## src/include/prio_irq_pkg.sv

```systemverilog
// Constants, register map and state codes of the prioritising interrupt controller.
// Behaviour
// - Eight request inputs ranked by priority, input zero highest by default.
// - Inputs 0-2 bus vectored lines, 3-5 serial channels, 6 printwheel, 7 clock pulse.
// - Three bus vectored lines are optional jumper-selected request sources.
// - Controller raises pint; host acknowledges with sinta and fetches from controller.
// - On acknowledge the Call opcode is driven as the first response byte.
// - The next two host fetches receive the 16-bit vector address.
// - Eight vectors, one per input; the acknowledged input's vector is supplied.
// - Vectors are spaced eight or four bytes apart in a 64K space.
// - Edge mode reacts to rising input edges; level mode reacts to input level.
// - Single master controller only; no cascading.
// - No buffered mode and no transceiver enable output.
// - Acknowledge sets in-service; cleared by end-of-service or auto after third byte.
// - Automatic end-of-service is chosen only during initialisation.
// - Automatic end-of-service gives no nesting since flags clear after the third byte.
// - Poll mode stops interrupt raising and waits for poll commands.
// - Poll byte: top bit pending, low three bits highest pending input.
// - Nested mode interrupts only if nothing higher is requesting or in service.
// - Higher-priority request interrupts a lower-priority service in progress.
// - Rotating mode drops the serviced input to lowest priority.
// - Eight-bit software mask blocks matching inputs from interrupting.
// - Request register ignores mask; highest pending bit clears on acknowledge in edge mode.
// - Readable in-service register cleared by specific or non-specific end-of-service.
`default_nettype none
package prio_irq_pkg;
  localparam int unsigned NUM_IN = 8;
  localparam int unsigned ADDR_W = 8;
  // Register byte addresses.
  localparam logic [7:0] ADDR_CTRL  = 8'h00;
  localparam logic [7:0] ADDR_VEC   = 8'h04;
  localparam logic [7:0] ADDR_MASK  = 8'h08;
  localparam logic [7:0] ADDR_REQ   = 8'h0C;
  localparam logic [7:0] ADDR_INSVC = 8'h10;
  localparam logic [7:0] ADDR_EOS   = 8'h14;
  localparam logic [7:0] ADDR_POLL  = 8'h18;
  localparam logic [7:0] ADDR_STAT  = 8'h1C;
  // Control register fields.
  localparam int unsigned CTRL_LEVEL    = 0;
  localparam int unsigned CTRL_SPACE4   = 1;
  localparam int unsigned CTRL_AUTO_EOS = 2;
  localparam int unsigned CTRL_POLL     = 3;
  localparam int unsigned CTRL_ROTATE   = 4;
  localparam int unsigned CTRL_INIT     = 7;
  localparam logic [7:0] CTRL_FIELDS = 8'h1F;
  localparam logic [7:0] CTRL_RESET  = 8'h03;
  localparam logic [15:0] VEC_RESET  = 16'h0000;
  localparam logic [7:0] MASK_RESET  = 8'h00;
  // End-of-service command fields.
  localparam int unsigned EOS_SPECIFIC = 3;
  // Vector low byte layout for each spacing.
  localparam logic [7:0] VEC4_KEEP  = 8'hE0;
  localparam logic [7:0] VEC8_KEEP  = 8'hC0;
  localparam int unsigned VEC4_SHIFT = 2;
  localparam int unsigned VEC8_SHIFT = 3;
  // Response bytes.
  localparam logic [7:0] CALL_OPCODE = 8'hCD;
  localparam logic [7:0] IDLE_BYTE   = 8'h00;
  localparam int unsigned POLL_VALID = 7;
  localparam logic [2:0] SPURIOUS_IN = 3'h7;
  // Bus responses.
  localparam logic [1:0] RESP_OKAY   = 2'h0;
  localparam logic [1:0] RESP_SLVERR = 2'h2;
  // Acknowledge sequence states.
  typedef enum logic [3:0] {
    ST_IDLE = 4'h1,
    ST_CALL = 4'h2,
    ST_LOW  = 4'h4,
    ST_HIGH = 4'h8
  } ack_state_e;
endpackage
`default_nettype wire

```

## src/verilog/prio_irq_ctrl.sv

```systemverilog
// Eight-input prioritising interrupt controller with an AXI4-Lite register slave.
`timescale 1ns/100ps
`default_nettype none
module prio_irq_ctrl (
  input  wire logic                              clk,
  input  wire logic                              rst_b,
  input  wire logic [prio_irq_pkg::NUM_IN-1:0]   irq_pin,
  input  wire logic                              sinta,
  input  wire logic                              fetch_strobe,
  output logic                                   pint,
  output logic [7:0]                             data_in_bus,
  output logic                                   data_in_oe,
  input  wire logic [prio_irq_pkg::ADDR_W-1:0]   s_axi_awaddr,
  input  wire logic                              s_axi_awvalid,
  output logic                                   s_axi_awready,
  input  wire logic [31:0]                       s_axi_wdata,
  input  wire logic [3:0]                        s_axi_wstrb,
  input  wire logic                              s_axi_wvalid,
  output logic                                   s_axi_wready,
  output logic [1:0]                             s_axi_bresp,
  output logic                                   s_axi_bvalid,
  input  wire logic                              s_axi_bready,
  input  wire logic [prio_irq_pkg::ADDR_W-1:0]   s_axi_araddr,
  input  wire logic                              s_axi_arvalid,
  output logic                                   s_axi_arready,
  output logic [31:0]                            s_axi_rdata,
  output logic [1:0]                             s_axi_rresp,
  output logic                                   s_axi_rvalid,
  input  wire logic                              s_axi_rready
);
  import prio_irq_pkg::*;

  // Finds the highest-priority set bit; priority starts just above low.
  function automatic logic [3:0] top_of(input logic [7:0] v, input logic [2:0] low);
    logic [3:0] r;
    logic [2:0] idx;
    r = 4'h0;
    for (int p = NUM_IN - 1; p >= 0; p--) begin
      idx = low + 3'(p) + 3'h1;
      if (v[idx]) begin
        r = {1'b1, idx};
      end
    end
    return r;
  endfunction

  // ----------------------------------------------------------------
  // Input synchronisers
  // ----------------------------------------------------------------
  logic [7:0]  irq_m;
  logic [7:0]  irq_s;
  logic [7:0]  irq_d;
  logic        sinta_m;
  logic        sinta_s;
  logic        sinta_d;
  logic        fetch_m;
  logic        fetch_s;
  logic        fetch_d;
  logic        sinta_rise;
  logic        sinta_fall;
  logic        fetch_fall;

  // Every pin passes two flops before any decision looks at it.
  always_ff @(posedge clk or negedge rst_b) begin
    if (!rst_b) begin
      irq_m   <= 8'h00;
      irq_s   <= 8'h00;
      sinta_m <= 1'b0;
      sinta_s <= 1'b0;
      fetch_m <= 1'b0;
      fetch_s <= 1'b0;
    end else begin
      irq_m   <= irq_pin;
      irq_s   <= irq_m;
      sinta_m <= sinta;
      sinta_s <= sinta_m;
      fetch_m <= fetch_strobe;
      fetch_s <= fetch_m;
    end
  end

  // Delayed copies of the synchronised levels for edge detection.
  always_ff @(posedge clk or negedge rst_b) begin
    if (!rst_b) begin
      irq_d   <= 8'h00;
      sinta_d <= 1'b0;
      fetch_d <= 1'b0;
    end else begin
      irq_d   <= irq_s;
      sinta_d <= sinta_s;
      fetch_d <= fetch_s;
    end
  end

  // Strobe edges of the host's acknowledge and fetch cycles.
  assign sinta_rise = sinta_s & ~sinta_d;
  assign sinta_fall = ~sinta_s & sinta_d;
  assign fetch_fall = ~fetch_s & fetch_d;

  // ----------------------------------------------------------------
  // Register bus slave
  // ----------------------------------------------------------------
  logic [7:0]  ctrl;
  logic [7:0]  next_ctrl;
  logic [15:0] vec_base;
  logic [7:0]  mask;
  logic [7:0]  pending_request_register;
  logic [7:0]  in_service_register;
  logic [7:0]  next_irr;
  logic [7:0]  next_isr;
  logic [2:0]  low_prio;
  logic [2:0]  next_low;
  logic [2:0]  cur_num;
  logic [2:0]  eos_num;
  ack_state_e  state;
  logic        wr_go;
  logic        rd_go;
  logic        wr_ok;
  logic        init_go;
  logic        eos_go;
  logic        poll_go;
  logic        ack_go;
  logic        auto_done;
  logic [31:0] rd_word;
  logic        rd_ok;
  logic [3:0]  top_p;
  logic [3:0]  top_s;
  logic [2:0]  rank_p;
  logic [2:0]  rank_s;
  logic        nest_ok;
  logic [7:0]  vec_lo;

  // Address and data are taken together; one write response is open at a time.
  assign wr_go         = s_axi_awvalid & s_axi_wvalid & ~s_axi_bvalid;
  assign s_axi_awready = wr_go;
  assign s_axi_wready  = wr_go;
  assign rd_go         = s_axi_arvalid & ~s_axi_rvalid;
  assign s_axi_arready = ~s_axi_rvalid;

  // Writable addresses answer OKAY; all others answer SLVERR and store nothing.
  always_comb begin
    if (s_axi_awaddr == ADDR_CTRL) begin
      wr_ok = 1'b1;
    end else if (s_axi_awaddr == ADDR_VEC) begin
      wr_ok = 1'b1;
    end else if (s_axi_awaddr == ADDR_MASK) begin
      wr_ok = 1'b1;
    end else if (s_axi_awaddr == ADDR_EOS) begin
      wr_ok = 1'b1;
    end else begin
      wr_ok = 1'b0;
    end
  end

  // Command strobes decoded from accepted writes and reads.
  assign init_go = wr_go & s_axi_wstrb[0] & (s_axi_awaddr == ADDR_CTRL) & s_axi_wdata[CTRL_INIT];
  assign eos_go  = wr_go & s_axi_wstrb[0] & (s_axi_awaddr == ADDR_EOS);
  assign poll_go = rd_go & (s_axi_araddr == ADDR_POLL);

  // The auto flag keeps its value unless the write starts an initialisation.
  always_comb begin
    next_ctrl = s_axi_wdata[7:0] & CTRL_FIELDS;
    if (!s_axi_wdata[CTRL_INIT]) begin
      next_ctrl[CTRL_AUTO_EOS] = ctrl[CTRL_AUTO_EOS];
    end
  end

  // Configuration registers written by software.
  always_ff @(posedge clk or negedge rst_b) begin
    if (!rst_b) begin
      ctrl     <= CTRL_RESET;
      vec_base <= VEC_RESET;
      mask     <= MASK_RESET;
    end else if (wr_go) begin
      if (s_axi_awaddr == ADDR_CTRL && s_axi_wstrb[0]) begin
        ctrl <= next_ctrl;
      end else if (s_axi_awaddr == ADDR_VEC) begin
        if (s_axi_wstrb[0]) begin
          vec_base[7:0] <= s_axi_wdata[7:0];
        end
        if (s_axi_wstrb[1]) begin
          vec_base[15:8] <= s_axi_wdata[15:8];
        end
      end else if (s_axi_awaddr == ADDR_MASK && s_axi_wstrb[0]) begin
        mask <= s_axi_wdata[7:0];
      end
      if (init_go) begin
        mask <= MASK_RESET;
      end
    end
  end

  // Write response channel.
  always_ff @(posedge clk or negedge rst_b) begin
    if (!rst_b) begin
      s_axi_bvalid <= 1'b0;
      s_axi_bresp  <= RESP_OKAY;
    end else if (wr_go) begin
      s_axi_bvalid <= 1'b1;
      s_axi_bresp  <= wr_ok ? RESP_OKAY : RESP_SLVERR;
    end else if (s_axi_bready) begin
      s_axi_bvalid <= 1'b0;
    end
  end

  // Read data selection; the poll word is computed from the live pending state.
  always_comb begin
    rd_word = 32'h0000_0000;
    rd_ok   = 1'b1;
    if (s_axi_araddr == ADDR_CTRL) begin
      rd_word[7:0] = ctrl;
    end else if (s_axi_araddr == ADDR_VEC) begin
      rd_word[15:0] = vec_base;
    end else if (s_axi_araddr == ADDR_MASK) begin
      rd_word[7:0] = mask;
    end else if (s_axi_araddr == ADDR_REQ) begin
      rd_word[7:0] = pending_request_register;
    end else if (s_axi_araddr == ADDR_INSVC) begin
      rd_word[7:0] = in_service_register;
    end else if (s_axi_araddr == ADDR_POLL) begin
      rd_word[POLL_VALID] = top_p[3];
      rd_word[2:0]        = top_p[2:0];
    end else if (s_axi_araddr == ADDR_STAT) begin
      rd_word[3:0] = state;
      rd_word[4]   = pint;
      rd_word[7:5] = low_prio;
    end else begin
      rd_ok = 1'b0;
    end
  end

  // Read data channel.
  always_ff @(posedge clk or negedge rst_b) begin
    if (!rst_b) begin
      s_axi_rvalid <= 1'b0;
      s_axi_rdata  <= 32'h0000_0000;
      s_axi_rresp  <= RESP_OKAY;
    end else if (rd_go) begin
      s_axi_rvalid <= 1'b1;
      s_axi_rdata  <= rd_word;
      s_axi_rresp  <= rd_ok ? RESP_OKAY : RESP_SLVERR;
    end else if (s_axi_rready) begin
      s_axi_rvalid <= 1'b0;
    end
  end

  // ----------------------------------------------------------------
  // Priority resolution
  // ----------------------------------------------------------------
  // Ranks are distances from the top slot; rank zero is the highest priority.
  assign top_p  = top_of(pending_request_register & ~mask, low_prio);
  assign top_s  = top_of(in_service_register, low_prio);
  assign rank_p = top_p[2:0] - low_prio - 3'h1;
  assign rank_s = top_s[2:0] - low_prio - 3'h1;
  assign nest_ok = ~top_s[3] | (rank_p < rank_s);

  // Sole master of the interrupt line; silent in poll mode and during a sequence.
  assign pint = top_p[3] & nest_ok & ~ctrl[CTRL_POLL] & (state == ST_IDLE);

  assign ack_go    = sinta_rise & (state == ST_IDLE);
  assign auto_done = (state == ST_HIGH) & fetch_fall & ctrl[CTRL_AUTO_EOS];
  assign eos_num   = s_axi_wdata[EOS_SPECIFIC] ? s_axi_wdata[2:0] : top_s[2:0];

  // Request, in-service and rotation updates; input sets win over clears.
  always_comb begin
    next_irr = pending_request_register;
    next_isr = in_service_register;
    next_low = low_prio;
    if (init_go) begin
      next_irr = 8'h00;
      next_isr = 8'h00;
      next_low = SPURIOUS_IN;
    end
    if (eos_go && (s_axi_wdata[EOS_SPECIFIC] || top_s[3])) begin
      next_isr[eos_num] = 1'b0;
      if (ctrl[CTRL_ROTATE]) begin
        next_low = eos_num;
      end
    end
    if (auto_done) begin
      next_isr[cur_num] = 1'b0;
      if (ctrl[CTRL_ROTATE]) begin
        next_low = cur_num;
      end
    end
    if ((ack_go | poll_go) && top_p[3]) begin
      next_irr[top_p[2:0]] = 1'b0;
      next_isr[top_p[2:0]] = 1'b1;
    end
    if (ctrl[CTRL_LEVEL]) begin
      next_irr = irq_s;
    end else begin
      next_irr = next_irr | (irq_s & ~irq_d);
    end
  end

  // Flag registers.
  always_ff @(posedge clk or negedge rst_b) begin
    if (!rst_b) begin
      pending_request_register      <= 8'h00;
      in_service_register      <= 8'h00;
      low_prio <= SPURIOUS_IN;
    end else begin
      pending_request_register      <= next_irr;
      in_service_register      <= next_isr;
      low_prio <= next_low;
    end
  end

  // ----------------------------------------------------------------
  // Acknowledge sequence
  // ----------------------------------------------------------------
  // Vector low byte: base bits above the input number, zeros below.
  always_comb begin
    if (ctrl[CTRL_SPACE4]) begin
      vec_lo = (vec_base[7:0] & VEC4_KEEP) | (8'(cur_num) << VEC4_SHIFT);
    end else begin
      vec_lo = (vec_base[7:0] & VEC8_KEEP) | (8'(cur_num) << VEC8_SHIFT);
    end
  end

  // Call opcode on acknowledge, then vector low and high byte on counted fetches.
  always_ff @(posedge clk or negedge rst_b) begin
    if (!rst_b) begin
      state       <= ST_IDLE;
      cur_num     <= 3'h0;
      data_in_bus <= IDLE_BYTE;
    end else begin
      case (state)
        ST_IDLE: begin
          if (ack_go) begin
            state       <= ST_CALL;
            cur_num     <= top_p[3] ? top_p[2:0] : SPURIOUS_IN;
            data_in_bus <= CALL_OPCODE;
          end
        end
        ST_CALL: begin
          if (sinta_fall) begin
            state       <= ST_LOW;
            data_in_bus <= vec_lo;
          end
        end
        ST_LOW: begin
          if (fetch_fall) begin
            state       <= ST_HIGH;
            data_in_bus <= vec_base[15:8];
          end
        end
        ST_HIGH: begin
          if (fetch_fall) begin
            state       <= ST_IDLE;
            data_in_bus <= IDLE_BYTE;
          end
        end
        default: begin
          state       <= ST_IDLE;
          data_in_bus <= IDLE_BYTE;
        end
      endcase
    end
  end

  // Drive only while the host is reading a counted byte; no transceiver enable exists.
  assign data_in_oe = (state == ST_CALL) |
                      (((state == ST_LOW) | (state == ST_HIGH)) & fetch_s);
endmodule // prio_irq_ctrl
`default_nettype wire
```

## config.mk

```make
export PLATFORM = sky130hd
export DESIGN_NAME = prio_irq_ctrl
export DESIGN_NICKNAME = d
export VERILOG_FILES = /design/src/include/prio_irq_pkg.sv /design/src/verilog/prio_irq_ctrl.sv
export SDC_FILE = /design/constraint.sdc
export NUM_CORES = 1
export LEC_CHECK = 0
export BUFFER_PORTS_ARGS = -buffer_cell sky130_fd_sc_hd__buf_2
export CAP_MARGIN = 20
export CORE_MARGIN = 1
export CORE_UTILIZATION = 58
export CTS_CLUSTER_SIZE = 16
export DETAILED_ROUTE_END_ITERATION = 16
export PLACE_DENSITY = 0.81
export SLEW_MARGIN = 20
export SYNTH_ARGS = -nofsm -noshare
export SYNTH_HDL_FRONTEND = slang
export SYNTH_SLANG_ARGS = --single-unit
```

## constraint.sdc

```tcl
create_clock -name clk -period 5.4 [get_ports clk]
set_input_delay 0 -clock clk [delete_from_list [all_inputs] [get_ports clk]]
set_output_delay 0 -clock clk [all_outputs]
set_load 0.01 [all_outputs]
```

# == Word level (Yosys, flattened, before mapping) ==
# Cells that the tools add are included.
# classes
n_addsub,18
eq_ne,19
bitwise_logic,44
mux,111
order_cmp,15
reduce_logical,20
# ops
operator,n
$mux 8,24
$mux 4,21
$bmux 1 s3,16
$lt 3x4->1 const B,11
$and 8x8->8,5
$not 8->8,5
$mux 1,35
$eq 8x5->1 const B,4
$pmux 8 s4,1
$add 3x1->3 const B,8
$eq 8x4->1 const B,3
$mux 3,8
$and 1x1->1,18
$eq 8x3->1 const B,2
$logic_not 8->1,2
$or 8x8->8,2
$pmux 4 s4,1
$reduce_and 4->1,4
$add 3x3->3 const B,4
$ne 2x2->1 const B,6
$demux 1 s3,3
$ge 3x1->1 const B,3
$not 1->1,8
$or 8x5->8,1
16 further kinds,32
# totals
regBits,115
in_bits,69
out_inout_bits,51
wordCells,252

# == Depth between registers and ports, before layout ==
# depth
ltp_word,26
mapped_depth,22
depth_no_buf,18

# == Worst setup path before layout ==
# Ideal clock, no wire load.
# synth_path
path_type,reg2reg
from,reg low_prio[0]
to,reg s_axi_rdata[4]
setup_ns,0.147
path_stages_with_launch,22
path_slack_ns,0.453
t_required_ns,5.253
arrival_time_ns,4.800
path_cell_list,dfstp_2 > inv_2 > buf_6 > buf_2 > ha_1 > buf_2 > buf_2 > mux2_2 > mux4_2 > o31a_1 > o22ai_1 > nor2_1 > ha_1 > fa_1 > xnor2_1 > xnor2_1 > ha_1 > nor2b_1 > o21ai_0 > and4b_1 > o21ai_0 > o311ai_0
# synth_between
elab_chain_cells,26
word_cells_on_any_way,79
# synth_rtl
item,line,text
from (decl),prio_irq_ctrl.sv:111,logic [2:0] low_prio;
from (signal assigned),prio_irq_ctrl.sv:306,low_prio <= next_low;
$add 3x3->3,prio_irq_ctrl.sv:39,idx = low + 3'(p) + 3'h1;
$add 3x1->3,prio_irq_ctrl.sv:39,
$bmux 1 s3,prio_irq_ctrl.sv:40,if (v[idx]) begin
$mux 1 (not written as such),prio_irq_ctrl.sv:40,
$mux 4 (8 in a row),prio_irq_ctrl.sv:40,
"$sub 3x3->3, on equally long branches","prio_irq_ctrl.sv:253, prio_irq_ctrl.sv:254",
"$sub 3x1->3, on equally long branches","prio_irq_ctrl.sv:253, prio_irq_ctrl.sv:254",
$lt 3x3->1,prio_irq_ctrl.sv:255,assign nest_ok = ~top_s[3] | (rank_p < rank_s);
[... 4 more ...],--,
named net pint,prio_irq_ctrl.sv:10,"output logic pint,"
$mux 8 *,prio_irq_ctrl.sv:223,end else if (s_axi_araddr == ADDR_STAT) begin
$mux 4 *,prio_irq_ctrl.sv:220,end else if (s_axi_araddr == ADDR_POLL) begin
$mux 8 *,prio_irq_ctrl.sv:218,end else if (s_axi_araddr == ADDR_INSVC) begin
$mux 8 *,prio_irq_ctrl.sv:216,end else if (s_axi_araddr == ADDR_REQ) begin
$mux 8 *,prio_irq_ctrl.sv:214,end else if (s_axi_araddr == ADDR_MASK) begin
$mux 8 *,prio_irq_ctrl.sv:212,end else if (s_axi_araddr == ADDR_VEC) begin
$mux 8 *,prio_irq_ctrl.sv:210,if (s_axi_araddr == ADDR_CTRL) begin
to (signal assigned),prio_irq_ctrl.sv:240,s_axi_rdata <= rd_word;
to (decl),prio_irq_ctrl.sv:26,"output logic [31:0] s_axi_rdata,"
# The timed path passes the listed nets; every way through them passes the cells marked *. The select of a mux whose other input is x is not followed.
# A chain may end at the register's enable or synchronous reset.

# == Final worst setup path ==
# layout_path
from,reg low_prio[0]
to,out pint
# layout_between
elab_chain_cells,19
word_cells_on_any_way,72
# layout_rtl
item,line,text
$add 3x3->3,prio_irq_ctrl.sv:39,
$add 3x1->3,prio_irq_ctrl.sv:39,
$bmux 1 s3,prio_irq_ctrl.sv:40,
$mux 1 (not written as such),prio_irq_ctrl.sv:40,
$mux 4 (8 in a row),prio_irq_ctrl.sv:40,
"$sub 3x3->3, on equally long branches","prio_irq_ctrl.sv:253, prio_irq_ctrl.sv:254",
"$sub 3x1->3, on equally long branches","prio_irq_ctrl.sv:253, prio_irq_ctrl.sv:254",
$lt 3x3->1,prio_irq_ctrl.sv:255,
$or 1x1->1,prio_irq_ctrl.sv:255,
$and 1x1->1 * (3 in a row),prio_irq_ctrl.sv:258,assign pint = top_p[3] & nest_ok & ~ctrl[CTRL_POLL] & (state == ST_IDLE);
to (decl),prio_irq_ctrl.sv:10,
# Mark *: on every way between the ends. The rest lies on a longest branch, timed or not. The select of a mux whose other input is x is not followed.

==> metrics.txt <==
CP dominant cell by count=ha_1; DRC viols=0; number of max-cap violations=0; fmax=198.4 MHz; Nets=940; Net Sw Frac=33.42%; LEAKAGE=4.007 nW; Final Cycle Share=93.35%; overall routing resource usage=36.51%; pwr dens=309.9 nW/um^2; Boundary Pins=120; Chip Height=117.0 um; first-pass GRT wire length=37130 um; worst path required time=5400 ps; global route overflow=0; Worst IR Drop VDD=0.3188 mV; Pre-antenna DRT Iters=5; endpoints failing setup=0; vias per cell=6.688; number of synthesized flops with an enable pin=0; CTS Buf Count=17; Slew @ Worst Pin=1046 ps; CP Max Fanout=22; Arr. time, crit path=5040 ps; ys async rst share=100.0%; gpl congestion=0.9354; sw power=0.9354 mW; Critical Path Max Stage Delay=570 ps; Synth Cell Area=7671 um^2; die span in x=117.0 um; Routed WL per cell=22.58 um; Clk pwr share=38.5%; initial antenna violation count=0; WS Path Type=flip-flop to primary output; register area share after synthesis=36.96%; Core ar.=12770 um^2; RSZ-0062 raised after global routing=false; clock slew at reported path FFs=60 ps; # H-tree levels=4; Avg Synthesized Cell Area=9.962 um^2; Hold Crit Class=input port to flip-flop; Distinct cells, synth=82; area delta synth->final=17.75%; relative slew slack=30.11%; ANT cells=0; number of port buffers=83; CTS Buffer Depth=2; WL met1=9150 um; Routed Antenna Nets=0; Post-DP HPWL=15870 um; FF+latch count, synth=113; vias in the first global route=6851; CP max-delay cell=dfstp_2; clk sink count=113; CP Capture Type=primary output; clk_lat worst skew=420 ps; DRT iter0 DRCs=977; P_int=1.864 mW; Synth Instances=770; WL met3=1803 um; Tmin final=5041 ps; Comb pwr share=24.0%; Final Max Slew Viols=0; die area=13690 um^2; effective utilization at floorplan=60.05%; Met2 Routed Length=11580 um; Startpoint Class=flip-flop; share of post-route cells with drive strength above 1=25.26%; postcts setup bufs=0; Top Metal Used=met4; row count=41; ys flop type=dfrtp_1; outcome=completed; Root Driver=clkbuf_16; final hold violations=0; Via Count=7002; Overall Power=2.799 mW; sequential cell fraction of total power=37.5%; Setup TNS=0 ps; pin count of the biggest net entering global routing=59; Clock Skew=7.849 ps; wirelength, routed=23640 um; Ys Warns=0; worst path cell trace=inv_2, buf_4, ha_1, xnor3_2, mux2i_1, mux2_1, o211ai_1, a31oi_1, nor2_1, ha_1, fa_1, xnor2_1, xnor2_1, ha_1, nor2b_1, o21ai_0, and4b_1, buf_2; CTS tree=done
cells in the final DEF, fill, tap and decap left out, drive strengths merged, types with 15 or more instances in the layout:
master / Yosys / final
mux2i: 37 / 37
nand3: 17 / 17
o211ai: 15 / 15
nor2: 49 / 49
inv: 20 / 24
o21ai: 47 / 47
buf: 37 / 100
a21oi: 43 / 43
mux4: 31 / 31
dfrtp: 107 / 107
nand2: 59 / 59
mux2: 36 / 36
conb: 1 / 18
nand2b: 29 / 29
dlygate4sd3: 0 / 31
clkbuf: 38 / 19
layer usage:
layer | vias to the layer above | track usage [%]
met5 | - | 0
met4 | 0 | 18.06
met3 | 86 | 7.518
met2 | 454 | 60.47
met1 | 3434 | 45.81
li1 | 3028 | -
power groups by stage:
stage	sequential [mW]	clock, mW	combinational, mW
detailed placement	1.05	0	0.621
CTS	1.04	1.08	0.647
floorplan	0.989	0	0.478
finish	1.05	1.08	0.672
global route	1.06	1.12	0.731
global placement	1.05	0	0.602
worst max-delay path: cells and delay by family (launching register included):
kind	cells	cell delay [ps]
adder cells (fa/ha/maj)	4	1080
buffers and inverters	3	470
AO/OA/AOI/OAI	3	650
AND/OR/NAND/NOR	3	490
multiplexers	2	600
flip-flops	1	570
XOR/XNOR	3	750
stage by stage:
stage | hold WS (ps) | util, % | area [um^2] | std cells | worst slack, ps
finish | 28.86 | 70.71 | 9032 | 1047 | 359.2
global route | 26.19 | 70.71 | 9032 | 1047 | 67.17
CTS | 4.019 | 70.32 | 8982 | 1047 | 151.0
detailed placement | 96.47 | 63.42 | 8102 | 984 | 399.7
global placement | 80.02 | 63.42 | 8102 | 984 | 472.0
floorplan | -295.6 | - | 7735 | 787 | 453.4
flip-flops by register name (all words and copies together) (netlist names), 3 cells and up:
name                      count
pending_request_register      8
in_service_register           8
mask                          8
irq_d                         8
irq_m                         8
vec_base                     16
cur_num                       3
state                         4
low_prio                      3
irq_s                         8
s_axi_rdata                  16
data_in_bus                   8
ctrl                          5
layout make-up:
cell class	count	area [um^2]
Fill cell	907	3741
Clock buffer	19	442.9
Timing Repair Buffer	131	855.8
Multi-Input combinational cell	577	4473
Clock inverter	13	127.6
Sequential cell	113	2835
Tap cell	172	215.2
Inverter	22	82.58
cells in the mapped netlist (all sizes together), types with 7 or more instances:
library cell	count	area share [%]
a21oi	43	2.9
a221oi	9	1.0
a22o	12	1.4
a31oi	9	0.73
a32o	10	1.3
and3	8	0.65
buf	37	3.4
clkbuf	38	1.9
dfrtp	107	35
ha	7	1.1
inv	20	0.98
mux2	36	5.4
mux2i	37	4.8
mux4	31	9.1
nand2	59	2.9
nand2b	29	2.6
nand3	17	1.1
nor2	49	2.4
nor2b	12	0.98
nor3	12	0.78
o211ai	15	1.5
o21ai	47	3.1
or3	7	0.57
cells by family after synthesis:
family | Yosys count | synth area share [%]
simple gates | 238 | 16.62
compound gates | 199 | 17.70
flops | 113 | 36.96
mux | 104 | 19.31
buf+inv | 97 | 6.377
fa+ha+maj | 9 | 1.664
xor+xnor | 9 | 1.321
other cells | 1 | 0.04888
path summary, 6_finish.rpt:
| path | slack [ps] | to | from | cells after the start |
|---|---|---|---|---|
| worst max-delay path | 360 | pint | low_prio[0] | 18 |
| worst min-delay path | 30 | mask[7] | s_axi_awaddr[3] | 4 |
| worst max register to register | 590 | s_axi_rdata[4] | low_prio[0] | 19 |
| worst min register to register | 350 | irq_s[7] | irq_m[7] | 0 |
| max in group asynchronous | 4020 | in_service_register[0] | rst_b | 3 |
| min in group asynchronous | 190 | s_axi_rdata[2] | rst_b | 2 |
repair_timing:
| item | CTS | global route |
|---|---|---|
| setup endpoints to repair | 0 | 2 |
| hold buffers | 31 | 0 |
| endpoints found under the hold margin | 93 | 0 |
| resized for setup | 0 | 5 |
Note: power is estimated with default switching activity, not from simulation.
